### src/pkg/tmc_regs.svh
// register map and constants of the prescaled counter block
// assumes an apb slave with 32-bit data, one aligned word per register
`ifndef TMC_REGS_SVH
`define TMC_REGS_SVH
`define TMC_OFF_CTRL 12'h000
`define TMC_OFF_VALUE 12'h004
`define TMC_OFF_FLAGS 12'h008
`define TMC_OFF_MASK 12'h00c
`define TMC_CS_MSB 2
`define TMC_OVF_BIT 0
`define TMC_PRE_TAP8 2
`define TMC_PRE_TAP64 5
`define TMC_PRE_TAP256 7
`define TMC_PRE_TAP1024 9
`define TMC_PRE_WIDTH 10
`define TMC_CTRL_RESET 3'h0
`define TMC_VALUE_RESET 8'h00
`endif

### src/pkg/tmc_pkg.sv
// types of the prescaled counter block
// assumes tmc_regs.svh holds the numbers
package tmc_pkg;
    typedef enum logic [2:0] {
        CS_STOP, CS_CLK, CS_DIV8, CS_DIV64, CS_DIV256, CS_DIV1024, CS_PIN_FALL, CS_PIN_RISE
    } tmc_clk_sel_t;
    typedef struct packed {
        logic [11:0] addr;
        logic write;
        logic [31:0] wdata;
    } tmc_req_t;
endpackage : tmc_pkg

### src/core/tmc_prescaler.sv
// free-running 10-bit prescaler with one-cycle tick taps
// assumes pclk is the oscillator clock
`include "tmc_regs.svh"
module tmc_prescaler #(
    parameter int WIDTH = `TMC_PRE_WIDTH
) (
    input wire logic pclk,
    input wire logic presetn,
    output logic [3:0] tick
);
    logic [WIDTH-1:0] cnt_q;
    logic [WIDTH-1:0] cnt_d;
    assign cnt_d = cnt_q + {{(WIDTH-1){1'b0}}, 1'b1};
    // never reset by software, so taps stay aligned to the oscillator
    always_ff @(posedge pclk or negedge presetn) begin
        if (!presetn) begin
            cnt_q <= '0;
        end else begin
            cnt_q <= cnt_d;
        end
    end
    // a tap fires when all bits below it roll over
    assign tick[0] = &cnt_q[`TMC_PRE_TAP8:0];
    assign tick[1] = &cnt_q[`TMC_PRE_TAP64:0];
    assign tick[2] = &cnt_q[`TMC_PRE_TAP256:0];
    assign tick[3] = &cnt_q[`TMC_PRE_TAP1024:0];
endmodule : tmc_prescaler

### src/core/tmc_pin_sync.sv
// two-flop synchroniser and edge detector for the count pin
// assumes the pin is asynchronous to pclk
module tmc_pin_sync (
    input wire logic pclk,
    input wire logic presetn,
    input wire logic pin,
    output logic rise,
    output logic fall
);
    logic meta_q;
    logic sync_q;
    logic last_q;
    always_ff @(posedge pclk or negedge presetn) begin
        if (!presetn) begin
            meta_q <= 1'b0;
            sync_q <= 1'b0;
            last_q <= 1'b0;
        end else begin
            meta_q <= pin;
            sync_q <= meta_q;
            last_q <= sync_q;
        end
    end
    assign rise = sync_q & ~last_q;
    assign fall = ~sync_q & last_q;
endmodule : tmc_pin_sync

### src/core/tmc_counter.sv
// top of the prescaled 8-bit counter with an apb register slave
// assumes one clock pclk; count pin and port pin are asynchronous
`include "tmc_regs.svh"
module tmc_counter #(
    parameter int WIDTH = 8
) (
    input wire logic pclk,
    input wire logic presetn,
    input wire logic psel,
    input wire logic penable,
    input wire logic pwrite,
    input wire logic [11:0] paddr,
    input wire logic [31:0] pwdata,
    input wire logic [3:0] pstrb,
    output logic [31:0] prdata,
    output logic pready,
    output logic pslverr,
    input wire logic count_pin,
    input wire logic irq_ack,
    output logic irq
);
    ////////////////////////////////////////////////////////////////////////////////
    tmc_pkg::tmc_req_t req;
    logic wr_en;
    logic rd_en;
    logic [3:0] tick;
    logic pin_rise;
    logic pin_fall;
    logic adv;
    logic [2:0] cs_q;
    logic [WIDTH-1:0] value_q;
    logic [WIDTH-1:0] value_d;
    logic ovf_q;
    logic ovf_en_q;
    logic ovf_set;
    logic hit_ctrl;
    logic hit_value;
    logic hit_flags;
    logic hit_mask;
    logic mapped;
    logic rd_wait_q;
    logic val_wr;
    assign req = '{addr: paddr, write: pwrite, wdata: pwdata};
    // reads take one wait state so prdata is registered before pready rises
    assign pready = ~(psel & penable & ~req.write) | rd_wait_q;
    assign wr_en = psel & penable & req.write & pstrb[0];
    assign rd_en = psel & penable & ~req.write & ~rd_wait_q;
    assign val_wr = wr_en & hit_value;
    always_ff @(posedge pclk or negedge presetn) begin
        if (!presetn) begin
            rd_wait_q <= 1'b0;
        end else begin
            rd_wait_q <= rd_en;
        end
    end
    assign hit_ctrl = (req.addr == `TMC_OFF_CTRL);
    assign hit_value = (req.addr == `TMC_OFF_VALUE);
    assign hit_flags = (req.addr == `TMC_OFF_FLAGS);
    assign hit_mask = (req.addr == `TMC_OFF_MASK);
    assign mapped = hit_ctrl | hit_value | hit_flags | hit_mask;
    // unmapped access answers with an error, writes dropped
    assign pslverr = psel & penable & pready & ~mapped;
    ////////////////////////////////////////////////////////////////////////////////
    tmc_prescaler #(
        .WIDTH(`TMC_PRE_WIDTH)
    ) u_pre (
        .pclk(pclk),
        .presetn(presetn),
        .tick(tick)
    );
    // the pin is sampled whatever its direction, so software toggling counts
    tmc_pin_sync u_sync (
        .pclk(pclk),
        .presetn(presetn),
        .pin(count_pin),
        .rise(pin_rise),
        .fall(pin_fall)
    );
    ////////////////////////////////////////////////////////////////////////////////
    always_comb begin
        case (tmc_pkg::tmc_clk_sel_t'(cs_q))
            tmc_pkg::CS_STOP: adv = 1'b0;
            tmc_pkg::CS_CLK: adv = 1'b1;
            tmc_pkg::CS_DIV8: adv = tick[0];
            tmc_pkg::CS_DIV64: adv = tick[1];
            tmc_pkg::CS_DIV256: adv = tick[2];
            tmc_pkg::CS_DIV1024: adv = tick[3];
            tmc_pkg::CS_PIN_FALL: adv = pin_fall;
            tmc_pkg::CS_PIN_RISE: adv = pin_rise;
            default: adv = 1'b0;
        endcase
    end
    always_ff @(posedge pclk or negedge presetn) begin
        if (!presetn) begin
            cs_q <= `TMC_CTRL_RESET;
        end else if (wr_en && hit_ctrl) begin
            cs_q <= req.wdata[`TMC_CS_MSB:0];
        end
    end
    ////////////////////////////////////////////////////////////////////////////////
    // a software write wins over a tick in the same cycle
    always_comb begin
        if (wr_en && hit_value) begin
            value_d = req.wdata[WIDTH-1:0];
        end else if (adv) begin
            value_d = value_q + {{(WIDTH-1){1'b0}}, 1'b1};
        end else begin
            value_d = value_q;
        end
    end
    assign ovf_set = adv && !(wr_en && hit_value) && (&value_q);
    always_ff @(posedge pclk or negedge presetn) begin
        if (!presetn) begin
            value_q <= `TMC_VALUE_RESET;
        end else begin
            value_q <= value_d;
        end
    end
    ////////////////////////////////////////////////////////////////////////////////
    // set beats clear so an overflow during the clear is kept
    always_ff @(posedge pclk or negedge presetn) begin
        if (!presetn) begin
            ovf_q <= 1'b0;
        end else if (ovf_set) begin
            ovf_q <= 1'b1;
        end else if (irq_ack || (wr_en && hit_flags && req.wdata[`TMC_OVF_BIT])) begin
            ovf_q <= 1'b0;
        end
    end
    always_ff @(posedge pclk or negedge presetn) begin
        if (!presetn) begin
            ovf_en_q <= 1'b0;
        end else if (wr_en && hit_mask) begin
            ovf_en_q <= req.wdata[`TMC_OVF_BIT];
        end
    end
    assign irq = ovf_q & ovf_en_q;
    ////////////////////////////////////////////////////////////////////////////////
    always_ff @(posedge pclk or negedge presetn) begin
        if (!presetn) begin
            prdata <= 32'h0000_0000;
        end else if (rd_en) begin
            if (hit_ctrl) begin
                prdata <= {29'h0000_0000, cs_q};
            end else if (hit_value) begin
                prdata <= {{(32-WIDTH){1'b0}}, value_q};
            end else if (hit_flags) begin
                prdata <= {31'h0000_0000, ovf_q};
            end else if (hit_mask) begin
                prdata <= {31'h0000_0000, ovf_en_q};
            end else begin
                prdata <= 32'h0000_0000;
            end
        end
    end
endmodule : tmc_counter

### config.mk
export PLATFORM = sky130hd
export DESIGN_NAME = tmc_counter
export DESIGN_NICKNAME = d
export VERILOG_FILES = /design/src/pkg/tmc_pkg.sv /design/src/core/tmc_prescaler.sv /design/src/core/tmc_pin_sync.sv /design/src/core/tmc_counter.sv
export VERILOG_INCLUDE_DIRS = /design/src /design/src/pkg
export SDC_FILE = /design/constraint.sdc
export NUM_CORES = 1
export LEC_CHECK = 0
export BUFFER_PORTS_ARGS = -buffer_cell sky130_fd_sc_hd__buf_2
export CAP_MARGIN = 5
export CORE_MARGIN = 5
export CORE_UTILIZATION = 42
export CTS_CLUSTER_SIZE = 28
export DETAILED_ROUTE_END_ITERATION = 10
export HOLD_SLACK_MARGIN = 0.05
export PLACE_DENSITY = 0.81
export SYNTH_ARGS = -nofsm -noshare
export SYNTH_HDL_FRONTEND = slang
export SYNTH_SLANG_ARGS = --single-unit
### constraint.sdc
create_clock -name pclk -period 1.7 [get_ports pclk]
set_input_delay 0.085 -clock pclk [delete_from_list [all_inputs] [get_ports pclk]]
set_output_delay 0.085 -clock pclk [all_outputs]
set_load 0.01 [all_outputs]
==> run_results.csv, run 1 <==
group,metric,value,unit
outcome,status,"finished, violations left",
outcome,violations,"setup timing",
detailed_routing,post_drt_wl_per_cell,13.21,um
synthesis,synth_top_area_cell,"dfrtp_1",
power,leakage,1.132,nW
detailed_routing,wl,3790,um
cells_and_area,fin_cells,287,
worst_setup_path,cp-start-kind,"flop",
synthesis,ys.flop_type,"dfrtp_1",
detailed_routing,drt_iter0_markers,86,
worst_setup_path,cp.arrival,1.92,ns
floorplanning,initial_core_util,0.4322,
cells_and_area,post-route-util,0.5374,
floorplanning,num_rows,24,
place,gp_congestion,0.7862,
sta,period_share,1.038,
grt,first_global_vias,1393,
worst_setup_path,rr_worst_depth,7,
cts,clockRootBuffer,"clkbuf_8",
floorplanning,die_area,5919,um2
cts,clk_latency,0.29,ns
place,io_buffers,38,
power,pwr_density_cell,670.9,nW/um2
synthesis,ys_top_cells_by_area,"dfrtp_1, buf_4, xnor2_1",
sta,tightest_slew,0.7678,ns
worst_setup_path,startpoint,"u_sync.last_q",
floorplanning,die_w,76.94,um
detailed_routing,drc_errors,0,
sta,rsz0062_at_grt,"yes",
floorplanning,fp.dieH,76.94,um
synthesis,synth_cell_types,36,
detailed_routing,drt_first_pass_iters,4,
cells_and_area,diodes,0,
worst_setup_path,critPathRequiredTime,1.86,ns
cells_and_area,area_growth,24.33,%
sta,clock_skew,0.006933,ns
min_path,holdPathStages,3,
worst_setup_path,endpoint_kind,"flop",
floorplanning,io_pins,90,
grt,grt_max_degree,36,
cts,htreeDepth,2,
worst_setup_path,path_class,"reg2reg",
sta,period_needed,1.764,ns
synthesis,syn-instance-count,177,
worst_setup_path,regToRegStartpoint,"u_sync.last_q",
cts,cts_tree,"yes",
detailed_routing,viasPerCell,5.007,
synthesis,yosysWarnings,0,
synthesis,synthDominantCellAreaShare,0.4654,
synthesis,synth_common_cells,"dfrtp_1, buf_4, nor2_1",
worst_setup_path,path_buf_inv,1,
cts,cts_buffers,5,
place,placed_cell_area,2121,um2
power,finalPower,0.001570,W
sta,slew_headroom,0.4881,
detailed_routing,ant_nets,0,
cells_and_area,fill_cells,367,
cells_and_area,drive_gt1_frac,0.3234,
grt,grt_pass1_wl,6320,um
synthesis,yosysMostFrequentCell,"dfrtp_1",
run,maxCapViolations,0,
worst_setup_path,critPathSlowestCell,"dfrtp_1",
synthesis,synth.cell_area,1882,um2
place,place_hpwl,2819,um
sta,whs,0.05583,ns
cells_and_area,final_nets,292,
sta,setup_slack,-0.06444,ns
worst_setup_path,crit_fanout,7,
sta,max_freq,0.5668,GHz
cells_and_area,fin_area,2340,um2
floorplanning,core,4354,um2
min_path,hold_path_class,"in2reg",
sta,setup_viol,6,
synthesis,syn_avg_cell_area,10.63,um2
sta,final_hold_viol_count,0,
cts,cts_sinks,35,
synthesis,synth_edf_count,0,
synthesis,yosysSeqAreaShare,0.4654,
grt,antenna_found_initial,0,
power,irDropWorstVdd,0.3735,mV
cts,cts.clk_slew.worst_paths,0.06,ns
place,dp_cells,271,
grt,grt_overflow,0,
worst_setup_path,path_cells,"nand2b_1 > a21boi_0 > o32ai_4 > buf_12 > nor3_1 > xnor2_1 > a21oi_1",
worst_setup_path,critPathMaxStageDelay,0.38,ns
synthesis,synth-seq-cells,35,
detailed_routing,num_vias,1437,
cells_and_area,multi_input_area,963.4,um2
grt,grt_use_total,0.1330,
sta,slew_viol_final,0,
cells_and_area,register_area,875.8,um2
worst_setup_path,cp_num_cells,7,
worst_setup_path,cp_top_family,"compound AO/OA/AOI/OAI gates",
min_path,min_from,"pwdata[4]",
cts,cts.path.max_buffers,2,
synthesis,synth-async-reset-ratio,1.000,
## placed cells by master, fill, tap and decap left out, types with 4 or more instances in the layout
cell      netlist  layout
a22o_1          5       5
xnor2_1        12      12
buf_4          24      11
o21ai_0         5       4
buf_2           1      38
nand2_1         9       9
and3_1          5       4
conb_1          1      24
mux2_2          4       4
nor2_1         13      12
clkbuf_8        0       5
nand3_1        12      12
a21oi_1        10       9
dfrtp_1        35      35
## stage by stage
stage          TNS (ns)  setup WS [ns]
6_report        -0.2533       -0.06444
4_1_cts         -0.2362       -0.06527
3_3_place_gp    -0.2353       -0.05691
3_5_place_dp    -0.7688        -0.1312
2_1_floorplan         0       0.009304
5_1_grt         -0.8993        -0.1640
## per-layer routing
| metal | vias to the layer above | part of all wire | global-route usage |
|---|---|---|---|
| li1 | 687 | - | - |
| met3 | 7 | 0.11 | 0.05386 |
| met2 | 58 | 0.47 | 0.2199 |
| met5 | - | 0 | 0 |
| met1 | 685 | 0.40 | 0.1501 |
| met4 | 0 | 0.020 | 0.05769 |
## final timing paths
check                                  to  slack, ns
setup / recovery               value_q[3]      -0.06
hold / removal                 value_q[4]       0.06
setup reg to reg               value_q[3]      -0.06
hold reg to reg             u_sync.sync_q       0.36
max in group asynchronous      value_q[4]       0.80
min in group asynchronous  u_pre.cnt_q[6]       0.40
## tightest hold or removal path, delay by kind of cell
family / cells / cell delay, ns
and+or+nand+nor: 1 / 0.03
buffers and inverters: 1 / 0.07
AOI/OAI and AO/OA: 1 / 0.10
## area by class of cell
cell class | instances | share of cell area
tap | 52 | 0.02781
sequential | 35 | 0.3743
multi-input combinational | 135 | 0.4118
clock inverter | 1 | 0.002139
inverter | 3 | 0.004813
timing repair buffer | 54 | 0.1465
clock buffer | 7 | 0.03262
## registers in the layout, summed over array words and instances (netlist names)
name,flops
u_pre.cnt_q,10
ovf_q,1
rd_wait_q,1
u_sync.sync_q,1
u_sync.meta_q,1
ovf_en_q,1
value_q,8
u_sync.last_q,1
prdata,8
cs_q,3
## report_power, final
| part | switching, W | internal (W) |
|---|---|---|
| clock | 0.000282 | 0.000287 |
| combinational | 0.0000881 | 0.0000561 |
| sequential | 0.0000123 | 0.000844 |
| total | 0.000382 | 0.00119 |
## what timing repair did
action | in CTS | in global routing
cloned | 0 | 0
setup endpoints to repair | 9 | 9
hold endpoints to repair | 37 | 0
hold buffers | 3 | 0
pin swaps | 5 | 3
buffers inserted | 3 | 2
resized for setup | 8 | 1
## logic make-up after synthesis
group	count (synthesis)	share of synthesized area
other cells	1	0.001993
simple gates	61	0.1935
flops	35	0.4654
compound gates	25	0.09376
xor+xnor	14	0.06516
buf+inv	30	0.1084
fa+ha+maj	3	0.01995
mux	8	0.05186
Power figures use the tool's default switching activity.
==> run 2: changes to the inputs <==
--- a/config.mk
+++ b/config.mk
@@ -6,14 +6,15 @@
 export SDC_FILE = /design/constraint.sdc
 export NUM_CORES = 1
 export LEC_CHECK = 0
-export BUFFER_PORTS_ARGS = -buffer_cell sky130_fd_sc_hd__buf_2
 export CAP_MARGIN = 5
 export CORE_MARGIN = 5
-export CORE_UTILIZATION = 42
+export CORE_UTILIZATION = 56
 export CTS_CLUSTER_SIZE = 28
 export DETAILED_ROUTE_END_ITERATION = 10
+export DONT_BUFFER_PORTS = 1
 export HOLD_SLACK_MARGIN = 0.05
-export PLACE_DENSITY = 0.81
+export PLACE_DENSITY = 0.78
+export SETUP_SLACK_MARGIN = 0.4
 export SYNTH_ARGS = -nofsm -noshare
 export SYNTH_HDL_FRONTEND = slang
 export SYNTH_SLANG_ARGS = --single-unit
==> run 2 against run 1 <==
  * The run still ends with setup timing left
  * Power shrank 9.1%
  * Sequential cell count is the same
  * Clock power shrank 26%
  * Sequential share of layout area grew 0.86 points
  * Setup slack lost 0.11 ns
  * Core utilization grew 16 points
  * Critical path type unchanged
  * Critical endpoint is now value_q[6]
  * Largest power group unchanged
  * Highest routed layer unchanged
==> run_results.csv, run 2 (synthesis results as in run 1) <==
group,metric,value,unit
cts,cts_tree,"yes",
place,gp_congestion,0.8526,
power,irDropWorstVdd,0.4291,mV
detailed_routing,ant_nets,0,
grt,grt_max_degree,36,
outcome,violations,"setup timing",
cells_and_area,area_growth,21.54,%
cells_and_area,final_cell_mix,"dfrtp_1, conb_1, dlygate4sd3_1",
power,p_clk_frac,0.296,
grt,grt_pass1_wl,6327,um
sta,clock_skew,0.004237,ns
worst_setup_path,rr_worst_depth,9,
detailed_routing,drt_iter0_markers,70,
cells_and_area,drive_gt1_frac,0.2113,
cts,cts_buffers,5,
cts,cts_sinks,35,
cells_and_area,fin_area,2287,um2
detailed_routing,drt_first_pass_iters,4,
grt,antenna_found_initial,0,
cts,clk_latency,0.34,ns
sta,final_hold_viol_count,0,
detailed_routing,drc_errors,0,
floorplanning,num_rows,21,
cts,cts.clk_slew.worst_paths,0.10,ns
power,leakage,1.038,nW
sta,rsz0062_at_grt,"yes",
power,pwr-share-comb,0.104,
cells_and_area,largest_reg_flops,10,
power,p_sw,0.0003613,W
sta,max_freq,0.5349,GHz
detailed_routing,wl,4120,um
power,p_int,0.001065,W
power,finalPower,0.001426,W
min_path,holdPathStages,3,
sta,period_needed,1.869,ns
floorplanning,core,3284,um2
cts,htreeDepth,2,
worst_setup_path,cp-start-kind,"flop",
power,p_seq_frac,0.600,
cells_and_area,fin_cells,259,
worst_setup_path,cp.arrival,2.08,ns
floorplanning,fp.dieH,67.97,um
place,place_hpwl,2863,um
cells_and_area,regMostFlops,"u_pre.cnt_q",
floorplanning,io_pins,90,
worst_setup_path,critPathRequiredTime,1.91,ns
worst_setup_path,endpoint_kind,"flop",
cts,clockRootBuffer,"clkbuf_4",
detailed_routing,viasPerCell,5.228,
cells_and_area,final_common_cell,"dfrtp_1",
floorplanning,initial_core_util,0.5730,
worst_setup_path,crit_fanout,8,
cells_and_area,final_nets,270,
cells_and_area,largestRegisters,"u_pre.cnt_q: 10 flops, prdata: 8 flops, value_q: 8 flops",
cells_and_area,diodes,0,
run,maxCapViolations,0,
sta,period_share,1.100,
grt,grt_use_total,0.1901,
min_path,hold_path_class,"in2reg",
sta,setup_slack,-0.1695,ns
floorplanning,die_w,67.97,um
place,io_buffers,0,
place,dp_cells,227,
detailed_routing,num_vias,1354,
grt,first_global_vias,1356,
cts,cts.path.max_buffers,2,
place,placed_cell_area,1958,um2
power,pwr_density_cell,623.6,nW/um2
worst_setup_path,path_class,"reg2reg",
floorplanning,die_area,4620,um2
sta,setup_viol,8,
sta,slew_viol_final,0,
outcome,status,"finished, violations left",
power,swShare,0.2533,
grt,grt_overflow,0,
cells_and_area,fill_cells,239,
detailed_routing,post_drt_wl_per_cell,15.91,um
-- run 2: changes by cell type in the layout (fill, tap and decap cells not counted), sizes merged --
cell         delta
buf            -35
dlygate4sd3    +13
-- run 2: worst paths after layout --
check	start	end	slack, ns
max	u_pre.cnt_q[1]	value_q[6]	-0.17
min	paddr[3]	ovf_en_q	0.07
max reg2reg	u_pre.cnt_q[1]	value_q[6]	-0.17
min reg2reg	u_sync.meta_q	u_sync.sync_q	0.38
max in group asynchronous	presetn	u_pre.cnt_q[9]	1.32
min in group asynchronous	presetn	u_pre.cnt_q[0]	0.19
-- run 2: stage by stage --
| stage | setup WS (ns) | util | TNS [ns] | hold WS, ns |
|---|---|---|---|---|
| after global placement | -0.06216 | 0.5962 | -0.2185 | -0.2096 |
| after floorplan | 0.04644 | - | 0 | -0.2106 |
| after detailed placement | -0.1123 | 0.5962 | -0.6500 | -0.2098 |
| final | -0.1695 | 0.6964 | -0.8068 | 0.06630 |
| after global routing | -0.2894 | 0.6964 | -1.998 | 0.05985 |
| after CTS | -0.1224 | 0.6827 | -0.7048 | 0.05150 |
-- run 2: metal layers --
| metal | part of all wire | up-vias | wire length [um] | GRT usage |
|---|---|---|---|---|
| met1 | 0.41 | 639 | 1677 | 0.2297 |
| li1 | - | 645 | - | - |
| met3 | 0.082 | 9 | 337 | 0.05419 |
| met5 | 0 | - | 0 | 0 |
| met4 | 0.021 | 0 | 86 | 0.08437 |
| met2 | 0.49 | 61 | 2020 | 0.3141 |
-- run 2: layout make-up --
cell class / count / area [um2] / area share
clock buffers: 7 / 45.04 / 0.01969
clock inverters: 1 / 5.005 / 0.002188
inverters: 3 / 13.76 / 0.006018
multi-input cells: 135 / 964.7 / 0.4218
flip-flops and latches: 35 / 875.8 / 0.3829
well taps: 46 / 57.56 / 0.02516
repair buffers: 32 / 325.3 / 0.1422
-- run 2: repair_timing --
action / 4_1_cts / 5_1_grt
buffers inserted: 3 / 4
hold endpoints to repair: 52 / 0
hold buffers: 17 / 0
pin swaps: 2 / 7
gates resized for setup: 9 / 3
endpoints found under the setup margin: 17 / 20
-- run 2: power by group through the flow --
stage               Clock, W  Sequential [W]  Combinational (W)
floorplan                  0        0.000868           0.000117
global placement           0        0.000871          0.0000803
detailed placement         0        0.000873          0.0000828
CTS                 0.000435        0.000856           0.000143
global route        0.000472        0.000859           0.000161
finish              0.000422        0.000856           0.000148
-- run 2: worst max-delay path, stage by stage (launching register included) --
cell     delay [ns]
dfrtp_1        0.42
ha_4           0.17
ha_4           0.13
a21oi_2        0.05
a31oi_2        0.19
o32ai_4        0.13
buf_12         0.16
nor4b_4        0.22
xnor2_1        0.16
a21oi_1        0.11
